$ cat src/stp_pkg.sv
`default_nettype none
package stp_pkg;

    // clock and timing
    localparam int CLK_PERIOD_NS  = 4;
    localparam int REF_STATIC_NS  = 40;   // reference quiet this long counts as stopped
    localparam int REF_STATIC_CYC = REF_STATIC_NS / CLK_PERIOD_NS;
    localparam int POR_MAX_MS     = 1;
    // strictly under the ceiling
    localparam int POR_MAX_CYC    = (POR_MAX_MS * 1000000) / CLK_PERIOD_NS - 1;
    localparam int POR_REF_EDGES  = 2048; // reset length in reference edges
    localparam int RESUME_EDGES   = 16;   // steady edges needed before waking up
    localparam int CNT_W          = 20;

    // bit clock and word layout
    localparam int BIT_CLK_MULT   = 10;   // bit clock cycles per reference cycle
    localparam int WORD_HALF_CYC  = BIT_CLK_MULT / 2;
    localparam int DATA_W         = 20;
    localparam int HALF_W         = 10;
    localparam int LANES          = 2;    // rising and falling edge bits
    localparam logic [DATA_W-1:0] RX_OE_FULL = 20'hfffff;
    localparam logic [DATA_W-1:0] RX_OE_HALF = 20'h003ff;

    // pattern polynomial x^7 + x^6 + 1
    localparam int PRBS_W     = 7;
    localparam int PRBS_TAP_A = 6;
    localparam int PRBS_TAP_B = 5;
    localparam logic [PRBS_W-1:0] PRBS_SEED = 7'h7f;

    // register map, byte addresses
    localparam logic [3:0] ADDR_CTRL   = 4'h0;
    localparam logic [3:0] ADDR_STATUS = 4'h4;
    localparam logic [3:0] ADDR_MASK   = 4'h8;
    localparam logic [3:0] ADDR_STATE  = 4'hc;
    localparam int CTRL_GEN_BIT    = 0;
    localparam int CTRL_TXFULL_BIT = 1;
    localparam logic [1:0] CTRL_RESET = 2'h2;
    localparam int EV_PDOWN    = 0;
    localparam int EV_POR_DONE = 1;
    localparam int EV_PAT_ERR  = 2;
    localparam int EV_W        = 3;

    typedef enum logic [1:0] {STP_OFF, STP_PDOWN, STP_POR, STP_RUN} stp_state_e;

endpackage
`default_nettype wire

$ cat src/stp_prbs_gen.sv
`timescale 1ns/1ps
`default_nettype none
module stp_prbs_gen
    import stp_pkg::*;
#(
    parameter int MAXB = 2
) (
    // clock and reset
    input  wire logic            clock_i,
    input  wire logic            rstn_i,
    // control
    input  wire logic            enable_i,
    input  wire logic [1:0]      nbits_i,
    // pattern bits, lane 0 first
    output logic      [MAXB-1:0] bits_o
);

    logic [PRBS_W-1:0] s_r;
    logic [PRBS_W-1:0] s_nxt;
    logic              fb;

    // advance one step per bit sent this cycle
    always_comb begin
        s_nxt  = s_r;
        bits_o = '0;
        fb     = 1'b0;
        for (int i = 0; i < MAXB; i++) begin
            if (i < int'(nbits_i)) begin
                fb        = s_nxt[PRBS_TAP_A] ^ s_nxt[PRBS_TAP_B];
                s_nxt     = {s_nxt[PRBS_W-2:0], fb};
                bits_o[i] = fb;
            end
        end
    end

    // restart from seed whenever disabled
    always_ff @(posedge clock_i or negedge rstn_i) begin
        if (!rstn_i) begin
            s_r <= PRBS_SEED;
        end else if (!enable_i) begin
            s_r <= PRBS_SEED;
        end else begin
            s_r <= s_nxt;
        end
    end

endmodule // stp_prbs_gen
`default_nettype wire

$ cat src/stp_prbs_chk.sv
`timescale 1ns/1ps
`default_nettype none
module stp_prbs_chk
    import stp_pkg::*;
#(
    parameter int MAXB = 2
) (
    // clock and reset
    input  wire logic            clock_i,
    input  wire logic            rstn_i,
    // control
    input  wire logic            enable_i,
    input  wire logic [1:0]      nbits_i,
    input  wire logic            force_err_i,
    // received bits, lane 0 first
    input  wire logic [MAXB-1:0] bits_i,
    // sticky error
    output logic                 err_o
);

    localparam int FW = $clog2(PRBS_W + 1);

    logic [PRBS_W-1:0] w_r;
    logic [PRBS_W-1:0] w_nxt;
    logic [FW-1:0]     f_r;
    logic [FW-1:0]     f_nxt;
    logic              miss;

    // self-synchronising: predict each bit from the last seven seen
    always_comb begin
        w_nxt = w_r;
        f_nxt = f_r;
        miss  = 1'b0;
        for (int i = 0; i < MAXB; i++) begin
            if (i < int'(nbits_i)) begin
                if (f_nxt == FW'(PRBS_W) &&
                    bits_i[i] != (w_nxt[PRBS_TAP_A] ^ w_nxt[PRBS_TAP_B])) begin
                    miss = 1'b1;
                end
                w_nxt = {w_nxt[PRBS_W-2:0], bits_i[i]};
                if (f_nxt != FW'(PRBS_W)) begin
                    f_nxt = f_nxt + FW'(1);
                end
            end
        end
    end

    // error holds until the checker is disabled and enabled again
    always_ff @(posedge clock_i or negedge rstn_i) begin
        if (!rstn_i) begin
            w_r   <= '0;
            f_r   <= '0;
            err_o <= 1'b0;
        end else if (!enable_i) begin
            w_r   <= '0;
            f_r   <= '0;
            err_o <= 1'b0;
        end else begin
            w_r <= w_nxt;
            f_r <= f_nxt;
            if (miss || force_err_i) begin
                err_o <= 1'b1;
            end
        end
    end

endmodule // stp_prbs_chk
`default_nettype wire

$ cat src/stp_serdes_ctrl.sv
// Function
// - lock-to-reference low stops tracking; byte clock copies the reference.
// - stopped reference: power-down, serial and receive outputs float.
// - reference toggling after power-down reruns power-on reset.
// - pattern checker, enabled by its pin, reports errors by pass low.
// - bit clock is ten times the reference, locked to it.
// - full rate sends on both bit clock edges.
// - global enable low disables all circuitry; the register port, status and interrupt logic stay active.
// - loopback feeds serialized transmit data into the receiver.
// - serial transmit outputs float during loopback.
// - generator plus loopback forms a self-test reported on pass.
// - generator and checker rates must match, else pass reports error; the mismatch is only flagged in loopback.
// - reset on power-up and when the reference first toggles.
// - during reset outputs float and byte clock stays low.
// - reset length scales with reference, capped at one millisecond.
// - receive rate select picks 10 or 20 bit words, independent of transmit.
`timescale 1ns/1ps
`default_nettype none
module stp_serdes_ctrl
    import stp_pkg::*;
#(
    parameter int POR_MAX   = POR_MAX_CYC,
    parameter int POR_EDGES = POR_REF_EDGES
) (
    // clock and reset
    input  wire logic              clock_i,
    input  wire logic              rstn_i,
    // control pins
    input  wire logic              chip_enable_i,
    input  wire logic              reference_clock_i,
    input  wire logic              lock_to_reference_n_i,
    input  wire logic              serial_loopback_enable_i,
    input  wire logic              pattern_check_enable_i,
    input  wire logic              rx_rate_select_i,
    // parallel transmit data and serial receive bits
    input  wire logic [DATA_W-1:0] tx_data_i,
    input  wire logic [LANES-1:0]  serial_rx_i,
    // register port
    input  wire logic [3:0]        reg_addr_i,
    input  wire logic [31:0]       reg_wdata_i,
    input  wire logic              reg_write_i,
    input  wire logic              reg_read_i,
    output logic      [31:0]       reg_rdata_o,
    // serial transmit pins
    output logic      [LANES-1:0]  serial_tx_pos_o,
    output logic      [LANES-1:0]  serial_tx_neg_o,
    output logic                   serial_tx_oe_o,
    // parallel receive side
    output logic      [DATA_W-1:0] rx_data_o,
    output logic      [DATA_W-1:0] rx_data_oe_o,
    output logic                   rx_byte_clk_o,
    // status
    output logic                   pattern_check_pass_o,
    output logic                   cdr_tracking_o,
    output logic                   irq_o
);

    stp_state_e          state_r;
    stp_state_e          state_nxt;
    logic                ref_q_r;
    logic                ref_edge;
    logic                ref_active;
    logic [CNT_W-1:0]    quiet_cnt_r;
    logic [CNT_W-1:0]    resume_cnt_r;
    logic                resume_ok;
    logic [CNT_W-1:0]    por_edge_r;
    logic [CNT_W-1:0]    por_cyc_r;
    logic                por_done;
    logic                run;
    logic [3:0]          tx_cnt_r;
    logic [3:0]          rx_cnt_r;
    logic [DATA_W-1:0]   tx_sr_r;
    logic [DATA_W-1:0]   tx_cur;
    logic [LANES-1:0]    tx_bits_r;
    logic [LANES-1:0]    gen_bits;
    logic [LANES-1:0]    rx_src;
    logic [DATA_W-1:0]   rx_sr_r;
    logic [DATA_W-1:0]   rx_sr_nxt;
    logic [1:0]          ctrl_r;
    logic [EV_W-1:0]     status_r;
    logic [EV_W-1:0]     mask_r;
    logic [EV_W-1:0]     ev;
    logic                gen_en;
    logic                tx_full;
    logic                chk_en;
    logic                chk_err;
    logic                chk_err_q_r;
    logic                rate_mismatch;
    logic [1:0]          tx_nbits;
    logic [1:0]          rx_nbits;

    assign run     = (state_r == STP_RUN);
    assign gen_en  = run && ctrl_r[CTRL_GEN_BIT];
    assign tx_full = ctrl_r[CTRL_TXFULL_BIT];
    assign chk_en  = run && pattern_check_enable_i;

    // reference activity, sampled as a pin
    assign ref_edge   = ref_q_r ^ reference_clock_i;
    assign ref_active = quiet_cnt_r < CNT_W'(REF_STATIC_CYC);
    assign resume_ok  = resume_cnt_r >= CNT_W'(RESUME_EDGES);

    always_ff @(posedge clock_i or negedge rstn_i) begin
        if (!rstn_i) begin
            ref_q_r     <= 1'b0;
            quiet_cnt_r <= '0;
        end else begin
            ref_q_r <= reference_clock_i;
            if (ref_edge) begin
                quiet_cnt_r <= '0;
            end else if (ref_active) begin
                quiet_cnt_r <= quiet_cnt_r + CNT_W'(1);
            end
        end
    end

    // steady edges before wake-up
    always_ff @(posedge clock_i or negedge rstn_i) begin
        if (!rstn_i) begin
            resume_cnt_r <= '0;
        end else if (!ref_active) begin
            resume_cnt_r <= '0;
        end else if (ref_edge && !resume_ok) begin
            resume_cnt_r <= resume_cnt_r + CNT_W'(1);
        end
    end

    // reset length tracks reference rate, capped
    assign por_done = (ref_edge && por_edge_r >= CNT_W'(POR_EDGES - 1)) ||
                      (por_cyc_r >= CNT_W'(POR_MAX));

    always_ff @(posedge clock_i or negedge rstn_i) begin
        if (!rstn_i) begin
            por_edge_r <= '0;
            por_cyc_r  <= '0;
        end else if (state_r != STP_POR) begin
            por_edge_r <= '0;
            por_cyc_r  <= '0;
        end else begin
            por_cyc_r <= por_cyc_r + CNT_W'(1);
            if (ref_edge) begin
                por_edge_r <= por_edge_r + CNT_W'(1);
            end
        end
    end

    // power state sequencing; reset release itself starts a power-on reset
    always_comb begin
        state_nxt = state_r;
        case (state_r)
            STP_OFF: begin
                if (chip_enable_i) begin
                    state_nxt = STP_POR;
                end
            end
            STP_PDOWN: begin
                if (resume_ok) begin
                    state_nxt = STP_POR;
                end
            end
            STP_POR: begin
                if (!ref_active) begin
                    state_nxt = STP_PDOWN;
                end else if (por_done) begin
                    state_nxt = STP_RUN;
                end
            end
            STP_RUN: begin
                if (!ref_active) begin
                    state_nxt = STP_PDOWN;
                end
            end
            default: begin
                state_nxt = STP_POR;
            end
        endcase
        if (!chip_enable_i) begin
            state_nxt = STP_OFF;
        end
    end

    always_ff @(posedge clock_i or negedge rstn_i) begin
        if (!rstn_i) begin
            state_r <= STP_POR;
        end else begin
            state_r <= state_nxt;
        end
    end

    // word timing: one reference period is ten bit clock cycles
    always_ff @(posedge clock_i or negedge rstn_i) begin
        if (!rstn_i) begin
            tx_cnt_r <= '0;
            rx_cnt_r <= '0;
        end else if (!run) begin
            tx_cnt_r <= '0;
            rx_cnt_r <= '0;
        end else begin
            tx_cnt_r <= (tx_cnt_r == 4'(BIT_CLK_MULT - 1)) ? '0 : tx_cnt_r + 4'h1;
            rx_cnt_r <= (rx_cnt_r == 4'(BIT_CLK_MULT - 1)) ? '0 : rx_cnt_r + 4'h1;
        end
    end

    // pattern source shares the transmit lanes
    assign tx_nbits = tx_full ? 2'h2 : 2'h1;

    stp_prbs_gen #(
        .MAXB (LANES)
    ) u_gen (
        .clock_i  (clock_i),
        .rstn_i   (rstn_i),
        .enable_i (gen_en),
        .nbits_i  (tx_nbits),
        .bits_o   (gen_bits)
    );

    // serializer: two bits per cycle at full rate, one held bit at half rate
    assign tx_cur = (tx_cnt_r == 4'h0) ? tx_data_i : tx_sr_r;

    always_ff @(posedge clock_i or negedge rstn_i) begin
        if (!rstn_i) begin
            tx_sr_r   <= '0;
            tx_bits_r <= '0;
        end else if (!run) begin
            tx_sr_r   <= '0;
            tx_bits_r <= '0;
        end else if (tx_full) begin
            tx_sr_r   <= tx_cur >> LANES;
            tx_bits_r <= gen_en ? gen_bits : tx_cur[LANES-1:0];
        end else begin
            tx_sr_r   <= tx_cur >> 1;
            tx_bits_r <= gen_en ? {gen_bits[0], gen_bits[0]} : {tx_cur[0], tx_cur[0]};
        end
    end

    // serial pins float unless running and out of loopback
    always_ff @(posedge clock_i or negedge rstn_i) begin
        if (!rstn_i) begin
            serial_tx_pos_o <= '0;
            serial_tx_neg_o <= '0;
            serial_tx_oe_o  <= 1'b0;
        end else begin
            serial_tx_pos_o <= tx_bits_r;
            serial_tx_neg_o <= ~tx_bits_r;
            serial_tx_oe_o  <= run && !serial_loopback_enable_i;
        end
    end

    // loopback feeds the receiver from the transmit lanes
    assign rx_src = serial_loopback_enable_i ? tx_bits_r : serial_rx_i;

    // deserializer; lane 0 of the first cycle ends up in bit 0
    always_comb begin
        if (rx_rate_select_i) begin
            rx_sr_nxt = {rx_src[1], rx_src[0], rx_sr_r[DATA_W-1:LANES]};
        end else begin
            rx_sr_nxt = {rx_src[0], rx_sr_r[DATA_W-1:1]};
        end
    end

    always_ff @(posedge clock_i or negedge rstn_i) begin
        if (!rstn_i) begin
            rx_sr_r      <= '0;
            rx_data_o    <= '0;
            rx_data_oe_o <= '0;
        end else if (!run) begin
            rx_sr_r      <= '0;
            rx_data_o    <= '0;
            rx_data_oe_o <= '0;
        end else begin
            rx_sr_r <= rx_sr_nxt;
            if (rx_cnt_r == 4'(BIT_CLK_MULT - 1)) begin
                if (rx_rate_select_i) begin
                    rx_data_o    <= rx_sr_nxt;
                    rx_data_oe_o <= RX_OE_FULL;
                end else begin
                    rx_data_o    <= {{HALF_W{1'b0}}, rx_sr_nxt[DATA_W-1:HALF_W]};
                    rx_data_oe_o <= RX_OE_HALF;
                end
            end
        end
    end

    // byte clock: reference copy when locked, else word phase
    always_ff @(posedge clock_i or negedge rstn_i) begin
        if (!rstn_i) begin
            rx_byte_clk_o  <= 1'b0;
            cdr_tracking_o <= 1'b0;
        end else if (!run) begin
            rx_byte_clk_o  <= 1'b0;
            cdr_tracking_o <= 1'b0;
        end else if (!lock_to_reference_n_i) begin
            rx_byte_clk_o  <= reference_clock_i;
            cdr_tracking_o <= 1'b0;
        end else begin
            rx_byte_clk_o  <= rx_cnt_r < 4'(WORD_HALF_CYC);
            cdr_tracking_o <= 1'b1;
        end
    end

    // checker; in loopback a rate mismatch is an error in its own right
    assign rx_nbits      = rx_rate_select_i ? 2'h2 : 2'h1;
    assign rate_mismatch = serial_loopback_enable_i && (rx_rate_select_i != tx_full);

    stp_prbs_chk #(
        .MAXB (LANES)
    ) u_chk (
        .clock_i     (clock_i),
        .rstn_i      (rstn_i),
        .enable_i    (chk_en),
        .nbits_i     (rx_nbits),
        .force_err_i (rate_mismatch),
        .bits_i      (rx_src),
        .err_o       (chk_err)
    );

    // pass is high unless an enabled check has seen an error
    always_ff @(posedge clock_i or negedge rstn_i) begin
        if (!rstn_i) begin
            pattern_check_pass_o <= 1'b1;
            chk_err_q_r          <= 1'b0;
        end else begin
            pattern_check_pass_o <= !(chk_en && chk_err);
            chk_err_q_r          <= chk_err;
        end
    end

    // events for the status register
    assign ev[EV_PDOWN]    = (state_nxt == STP_PDOWN) && (state_r != STP_PDOWN);
    assign ev[EV_POR_DONE] = (state_r == STP_POR) && (state_nxt == STP_RUN);
    assign ev[EV_PAT_ERR]  = chk_err && !chk_err_q_r;

    // control and mask registers
    always_ff @(posedge clock_i or negedge rstn_i) begin
        if (!rstn_i) begin
            ctrl_r <= CTRL_RESET;
            mask_r <= '0;
        end else if (reg_write_i) begin
            if (reg_addr_i == ADDR_CTRL) begin
                ctrl_r <= reg_wdata_i[1:0];
            end
            if (reg_addr_i == ADDR_MASK) begin
                mask_r <= reg_wdata_i[EV_W-1:0];
            end
        end
    end

    // sticky status, write one to clear; a new event beats the clear
    always_ff @(posedge clock_i or negedge rstn_i) begin
        if (!rstn_i) begin
            status_r <= '0;
        end else if (reg_write_i && reg_addr_i == ADDR_STATUS) begin
            status_r <= (status_r & ~reg_wdata_i[EV_W-1:0]) | ev;
        end else begin
            status_r <= status_r | ev;
        end
    end

    // interrupt level follows unmasked status with one cycle of register delay
    always_ff @(posedge clock_i or negedge rstn_i) begin
        if (!rstn_i) begin
            irq_o <= 1'b0;
        end else begin
            irq_o <= |(status_r & mask_r);
        end
    end

    // read data stands only in the cycle after the read strobe
    always_ff @(posedge clock_i or negedge rstn_i) begin
        if (!rstn_i) begin
            reg_rdata_o <= '0;
        end else if (!reg_read_i) begin
            reg_rdata_o <= '0;
        end else begin
            case (reg_addr_i)
                ADDR_CTRL:   reg_rdata_o <= {30'h0, ctrl_r};
                ADDR_STATUS: reg_rdata_o <= {29'h0, status_r};
                ADDR_MASK:   reg_rdata_o <= {29'h0, mask_r};
                ADDR_STATE:  reg_rdata_o <= {28'h0, pattern_check_pass_o, cdr_tracking_o,
                                             state_r};
                default:     reg_rdata_o <= '0;
            endcase
        end
    end

endmodule // stp_serdes_ctrl
`default_nettype wire

$ cat config.mk
export PLATFORM = sky130hd
export DESIGN_NAME = stp_serdes_ctrl
export DESIGN_NICKNAME = d
export VERILOG_FILES = /design/src/stp_pkg.sv /design/src/stp_prbs_gen.sv /design/src/stp_prbs_chk.sv /design/src/stp_serdes_ctrl.sv
export SDC_FILE = /design/constraint.sdc
export NUM_CORES = 1
export LEC_CHECK = 0
export BUFFER_PORTS_ARGS = -buffer_cell sky130_fd_sc_hd__buf_2
export CORE_AREA = 3 3 152 154
export CTS_CLUSTER_DIAMETER = 100
export DETAILED_ROUTE_END_ITERATION = 6
export DIE_AREA = 0 0 155 157
export PLACE_DENSITY = 0.64
export SYNTH_ARGS = -nofsm -noshare
export SYNTH_HDL_FRONTEND = slang
export SYNTH_SLANG_ARGS = --single-unit
$ cat constraint.sdc
create_clock -name clock_i -period 3.6 [get_ports clock_i]
set_input_delay 0.18 -clock clock_i [delete_from_list [all_inputs] [get_ports clock_i]]
set_output_delay 0.18 -clock clock_i [all_outputs]
set_load 0.02 [all_outputs]
[Yosys cells after proc, flatten, opt, wreduce, memory -nomap -nowiden]
Index checks and enable logic that the tools add are counted.
Operators by class
  add/subtract/negate cells: 8
  reductions and logical operators: 27
  div/mod/pow operators: 0
  multipliers: 0
  bitwise gates (word level): 11
  magnitude comparators: 9
  muxes and demuxes: 61
  equality and inequality tests: 22
  shift operators: 0
Operator list (number)
  $mux W20: 16
  $add A20 B1 Y20 const B: 4
  $mux W7: 6
  $mux W19: 2
  $mux W2: 12
  $ge A20 B11 Y1 const B: 1
  $ge A20 B18 Y1 const B: 1
  $ge A20 B5 Y1 const B: 1
  $lt A20 B4 Y1 const B: 1
  $mux W4: 5
  $mux W3: 6
  $eq A4 B4 Y1 const B: 4
  $pmux W4 S4: 1
  $logic_and A1 B1 Y1: 13
  $mux W1: 12
  $add A4 B1 Y4 const B: 2
  $logic_not A4 Y1: 2
  $lt A1 B2 Y1 const A: 4
  $ne A2 B1 Y1 const B: 4
  $pmux W2 S4: 1
  $add A3 B1 Y3 const B: 2
  $and A3 B3 Y3: 2
  $eq A2 B2 Y1 const B: 3
  $eq A3 B3 Y1 const B: 2
  16 further kinds: 31
Storage, ports and cells
  output and inout bits: 81
  logic and storage cells: 167
  bits in registers: 241
  bits in writable memories: 0
  memories: 0
  input port bits: 68
  latch bits: 0
  bits in read-only memories: 0

[Longest topological paths before layout]
  depth in word-level cells: 11
  depth in mapped cells: 8
  gate-level depth less buffers: 7

[By module]
A second synthesis with hierarchy kept.
Second synthesis, totals
  cell total of the unflattened synthesis: 851
  area, all modules: 9006.1 um^2
By module, submodules not included
  stp_serdes_ctrl: seq. area each 4357.9 um^2, cells each 745, instances 1, area an instance 7946.4 um^2
  stp_prbs_chk: seq. area each 275.3 um^2, cells each 71, instances 1, area an instance 658.1 um^2
  stp_prbs_gen: seq. area each 183.9 um^2, cells each 35, instances 1, area an instance 401.6 um^2

[Worst setup path after synthesis]
No wires, ideal clock.
  path type: register to register
  start point: register por_edge_r[15]
  end point: register status_r[1]
  path buffers: 0
  setup time: 120 ps
  arrival: 1813 ps
  required time: 3480 ps
  cell stages (with the launch flop): 6
  clock period less this slack: 1933 ps
  path slack: 1667 ps
  cells stage by stage: dfrtp_1 > or4_4 > nor3_2 > a31oi_1 > or4_1 > a41o_1
Between the ends
  word-level cells in the longest chain between the ends: 11
  elaborated cells on any way between the ends: 12
  classes of those cells: 1 x order compare; 1 x eq/ne; 5 x mux; 2 x bitwise; 3 x reduce/logical
Ends and longest elaborated chain
  start, declared: line stp_serdes_ctrl.sv:66  | logic [CNT_W-1:0] por_edge_r;
  start signal, assigned: line stp_serdes_ctrl.sv:141  | por_edge_r <= por_edge_r + CNT_W'(1);
  $ge A20 B11 Y1 (*): line stp_serdes_ctrl.sv:128  | assign por_done = (ref_edge && por_edge_r >= CNT_W'(POR_EDGES - 1)) ||
  $logic_and A1 B1 Y1 (*): line stp_serdes_ctrl.sv:128
  $logic_or A1 B1 Y1 (*): line stp_serdes_ctrl.sv:128
  $mux W2 (*): line stp_serdes_ctrl.sv:163  | end else if (por_done) begin
  $mux W2 (*): line stp_serdes_ctrl.sv:161  | if (!ref_active) begin
  $pmux W2 S4 (*): line stp_serdes_ctrl.sv:149  | case (state_r)
  $mux W2 (*): line stp_serdes_ctrl.sv:176  | if (!chip_enable_i) begin
  $eq A2 B2 Y1 (*): line stp_serdes_ctrl.sv:329  | assign ev[EV_POR_DONE] = (state_r == STP_POR) && (state_nxt == STP_RUN);
  $logic_and A1 B1 Y1 (*): line stp_serdes_ctrl.sv:329
  $or A3 B3 Y3, on equally long branches: line stp_serdes_ctrl.sv:354, stp_serdes_ctrl.sv:352
  $mux W3 (*): line stp_serdes_ctrl.sv:351  | end else if (reg_write_i && reg_addr_i == ADDR_STATUS) begin
  end signal, assigned: line stp_serdes_ctrl.sv:352  | status_r <= (status_r & ~reg_wdata_i[EV_W-1:0]) | ev;
  end signal, assigned: line stp_serdes_ctrl.sv:354  | status_r <= status_r | ev;
  end, declared: line stp_serdes_ctrl.sv:80  | logic [EV_W-1:0] status_r;
Every way passes the cells marked *; elsewhere a longest branch is shown, timed or not.
A chain may end at the register's enable or synchronous reset.

[Worst setup path after layout]
  start point: register quiet_cnt_r[11]
  end point: register status_r[1]
Between the ends
  word-level cells in the longest chain between the ends: 8
  elaborated cells on any way between the ends: 10
  classes of those cells: 1 x order compare; 1 x eq/ne; 5 x mux; 2 x bitwise; 1 x reduce/logical
Ends and longest elaborated chain
  start, declared: line stp_serdes_ctrl.sv:63  | logic [CNT_W-1:0] quiet_cnt_r;
  start signal, assigned: line stp_serdes_ctrl.sv:111  | quiet_cnt_r <= quiet_cnt_r + CNT_W'(1);
  $lt A20 B4 Y1 (*): line stp_serdes_ctrl.sv:99  | assign ref_active = quiet_cnt_r < CNT_W'(REF_STATIC_CYC);
  $mux W2, on equally long branches: line stp_serdes_ctrl.sv:168, stp_serdes_ctrl.sv:161
  $pmux W2 S4 (*): line stp_serdes_ctrl.sv:149
  $mux W2 (*): line stp_serdes_ctrl.sv:176
  $eq A2 B2 Y1 (*): line stp_serdes_ctrl.sv:329
  $logic_and A1 B1 Y1 (*): line stp_serdes_ctrl.sv:329
  $or A3 B3 Y3, on equally long branches: line stp_serdes_ctrl.sv:354, stp_serdes_ctrl.sv:352
  $mux W3 (*): line stp_serdes_ctrl.sv:351
Marks and branches as above.

==> metrics.cfg <==
[worst_setup_path]
path_cells = nor4_1 > and4_1 > nand2_2 > or4_1 > a41o_1
crit_path_end_kind = flip-flop
reg2regPathDepth = 5
r2r_slack_ps = 1200
cpPeakStageDelay_ps = 590
critPathKind = reg -> reg
rr_startpoint = quiet_cnt_r[11]
cp_slowest_cell = or4_1
worstPathRequired_ps = 3920
r2r-end = status_r[1]
crit_path_start_kind = flip-flop
crit_fanout = 18
worstPathArrival_ps = 2720

[sta]
min_period_ps = 2400
period_share_pct = 66.7
fin_worst_skew_ps = 7.94
setup_tns_ps = 0
fin_ws_ps = 1200
finalSetupViolCount = 0
maxSlewHeadroom_pct = 28.9
tightest_slew_ps = 1070
final_hold_viol_count = 0
drv_slew = 0
timing.fmax_mhz = 417
rsz0062_at_grt = false

[synthesis]
synth_cell_types = 63
yosysWarnings = 0
async_flop_share_pct = 100
synth_cells = 836
syn-mean-instance-area_um2 = 10.7
syn-cell-area_um2 = 8910
synth_edf_count = 0
yosys_register_bits = 192
synth_seq_area_share_pct = 54.1
synth_ff_type = dfrtp_1

[place]
io_buffers = 91
place_hpwl_um = 11200
dp.cells = 1155
gp_congestion = 0.761
dp_slack_ps = 1160

[detailed_routing]
drtPass1Iterations = 5
drc = 0
wl_per_cell_um = 14.2
vias_per_cell = 4.92
first_iter_violations = 229
top_layer = met4
ant_nets = 0
drt-met1-wl_um = 8280
wl_um = 17000
wl_met3_um = 806
met2_length_um = 7670
vias = 5879

[floorplanning]
die_h_um = 157
start_util_pct = 40.8
dieArea_um2 = 24300
core_area_um2 = 21800
io_pins = 149
rows = 54
dieWidth_um = 155

[min_path]
hold_path.class = in -> reg
hold_start = reg_wdata_i[2]
min_to = mask_r[2]
min_delay_path_depth = 2

[cts]
htree_num_levels = 4
cts_root_buf = clkbuf_16
clk_latency_ps = 430
clk_path_buf_depth = 2
cts_made_buffers = 17
cts-resized-gates = 0
clk_pin_slew_ps = 70
clock-sinks = 192
tritoncts = yes

[pwr]
ir_drop_v = 0.000294
cellLeakagePower_nw = 4.91
powerDensity_nw_per_um2 = 456

[grt]
grt_overflow = 0
grt_pass1_wl_um = 28400
antenna_found_initial = 0
grt_max_degree = 109
grt_usage_pct = 14.2
grt_pass1_vias = 5716

[final_layout]
nets = 981
fin_cells = 1194
diodes = 0
syn_to_final_growth_pct = 12.8
final_common_cell = dfrtp_1
drive_gt1_share_pct = 17.8
final_cell_mix = dfrtp_1 (182), nor2_1 (94), buf_2 (90), nand2_1 (64), mux2i_1 (52)

[job]
cap_viol_max_count = 0

[status]
outcome = finished, final reports clean

## cell usage after synthesis (all sizes together), types with 3 or more instances
| library cell | number | area, µm² |
|---|---|---|
| nand2 | 66 | 250 |
| nor2 | 95 | 357 |
| nor3 | 16 | 85.1 |
| nand3b | 3 | 22.5 |
| buf | 55 | 403 |
| or3 | 8 | 50.1 |
| clkbuf | 33 | 134 |
| nand3 | 27 | 135 |
| and4 | 4 | 35.0 |
| nand2b | 3 | 18.8 |
| o211a | 9 | 90.1 |
| nor4 | 15 | 93.8 |
| mux2 | 14 | 158 |
| a211oi | 15 | 113 |
| nand4 | 11 | 75.1 |
| xor2 | 22 | 193 |
| mux2i | 52 | 521 |
| or4 | 3 | 26.3 |
| and3 | 26 | 164 |
| a31oi | 3 | 18.8 |
| o21ai | 11 | 55.1 |
| nor3b | 3 | 27.5 |
| and2 | 25 | 159 |
| inv | 20 | 75.1 |
| dfrtp | 182 | 4550 |
| xnor2 | 28 | 253 |
| dfstp | 10 | 263 |
| or2 | 10 | 62.6 |
| ha | 12 | 150 |
| a21oi | 36 | 180 |
## worst max-delay path: cells and delay by family (launching register included)
family           cells  cell delay, ps
flip-flops           1             390
AND/OR/NAND/NOR      4            1650
AO/OA/AOI/OAI        1             250
## worst max path at each step
stage                     from     endpoint  slack [ps]  cells past startpoint
6_report       quiet_cnt_r[11]  status_r[1]        1200                      5
5_1_grt        quiet_cnt_r[19]  status_r[1]         990                      5
4_1_cts        quiet_cnt_r[18]  status_r[1]        1160                      5
3_5_place_dp   quiet_cnt_r[18]  status_r[1]        1160                      5
3_3_place_gp   quiet_cnt_r[18]  status_r[1]        1170                      5
2_1_floorplan   por_edge_r[15]  status_r[1]        1670                      5
## where the power goes
| group | internal [mW] | total, mW | switching (mW) | leakage [nW] |
|---|---|---|---|---|
| Combinational | 0.144 | 0.355 | 0.210 | 2.00 |
| Clock | 1.05 | 1.92 | 0.871 | 0.293 |
| Sequential | 2.22 | 2.31 | 0.0873 | 2.61 |
## kinds of logic (layout without fill, tap and decap cells)
group	count (synthesis)	after routing	synth area share (%)
simple gates	319	319	18.0
flops	192	192	54.1
buf+inv	108	159	6.87
compound gates	86	86	6.28
mux	68	68	8.12
xor+xnor	50	50	5.00
fa+ha+maj	12	12	1.68
other cells	1	28	0.0421
## registers in the layout, indices dropped and copies added, names as in the netlist, 3 cells and up
name,flops
quiet_cnt_r,20
rx_data_o,20
u_gen.s_r,7
status_r,3
rx_sr_r,18
por_cyc_r,20
u_chk.w_r,7
tx_sr_r,19
mask_r,3
rx_cnt_r,4
tx_cnt_r,4
por_edge_r,20
resume_cnt_r,20
u_chk.f_r,3
reg_rdata_o,4
## metrics by stage
step                      util (%)  area, µm²  hold slack (ps)  power, mW
after floorplan                  -       9010             -116       2.59
after global placement        43.0       9380              360       2.69
after detailed placement      43.0       9380              373       2.70
after CTS                     46.1      10100             2.58       4.63
after global routing          46.1      10100             1.55       4.78
final                         46.1      10100             9.69       4.58
## routing by layer
metal  vias up  global-route usage [%]
met4         0                    4.71
met3        15                    3.16
met2       137                    21.7
met1      2816                    20.2
met5         -                       0
li1       2911                       -
## final cells by class
type	instances	area (µm²)
inverters	20	75.1
well taps	280	350
multi-input cells	563	3590
clock buffers	17	425
clock inverters	15	179
repair buffers	107	614
fillers	2015	11800
flip-flops and latches	192	4820
## what timing repair did
| action | in CTS | in global routing |
|---|---|---|
| hold buffers | 7 | 0 |
| hold endpoints to repair | 105 | 0 |
| setup buffers | 0 | 0 |
(Power assumes the default switching activity.)
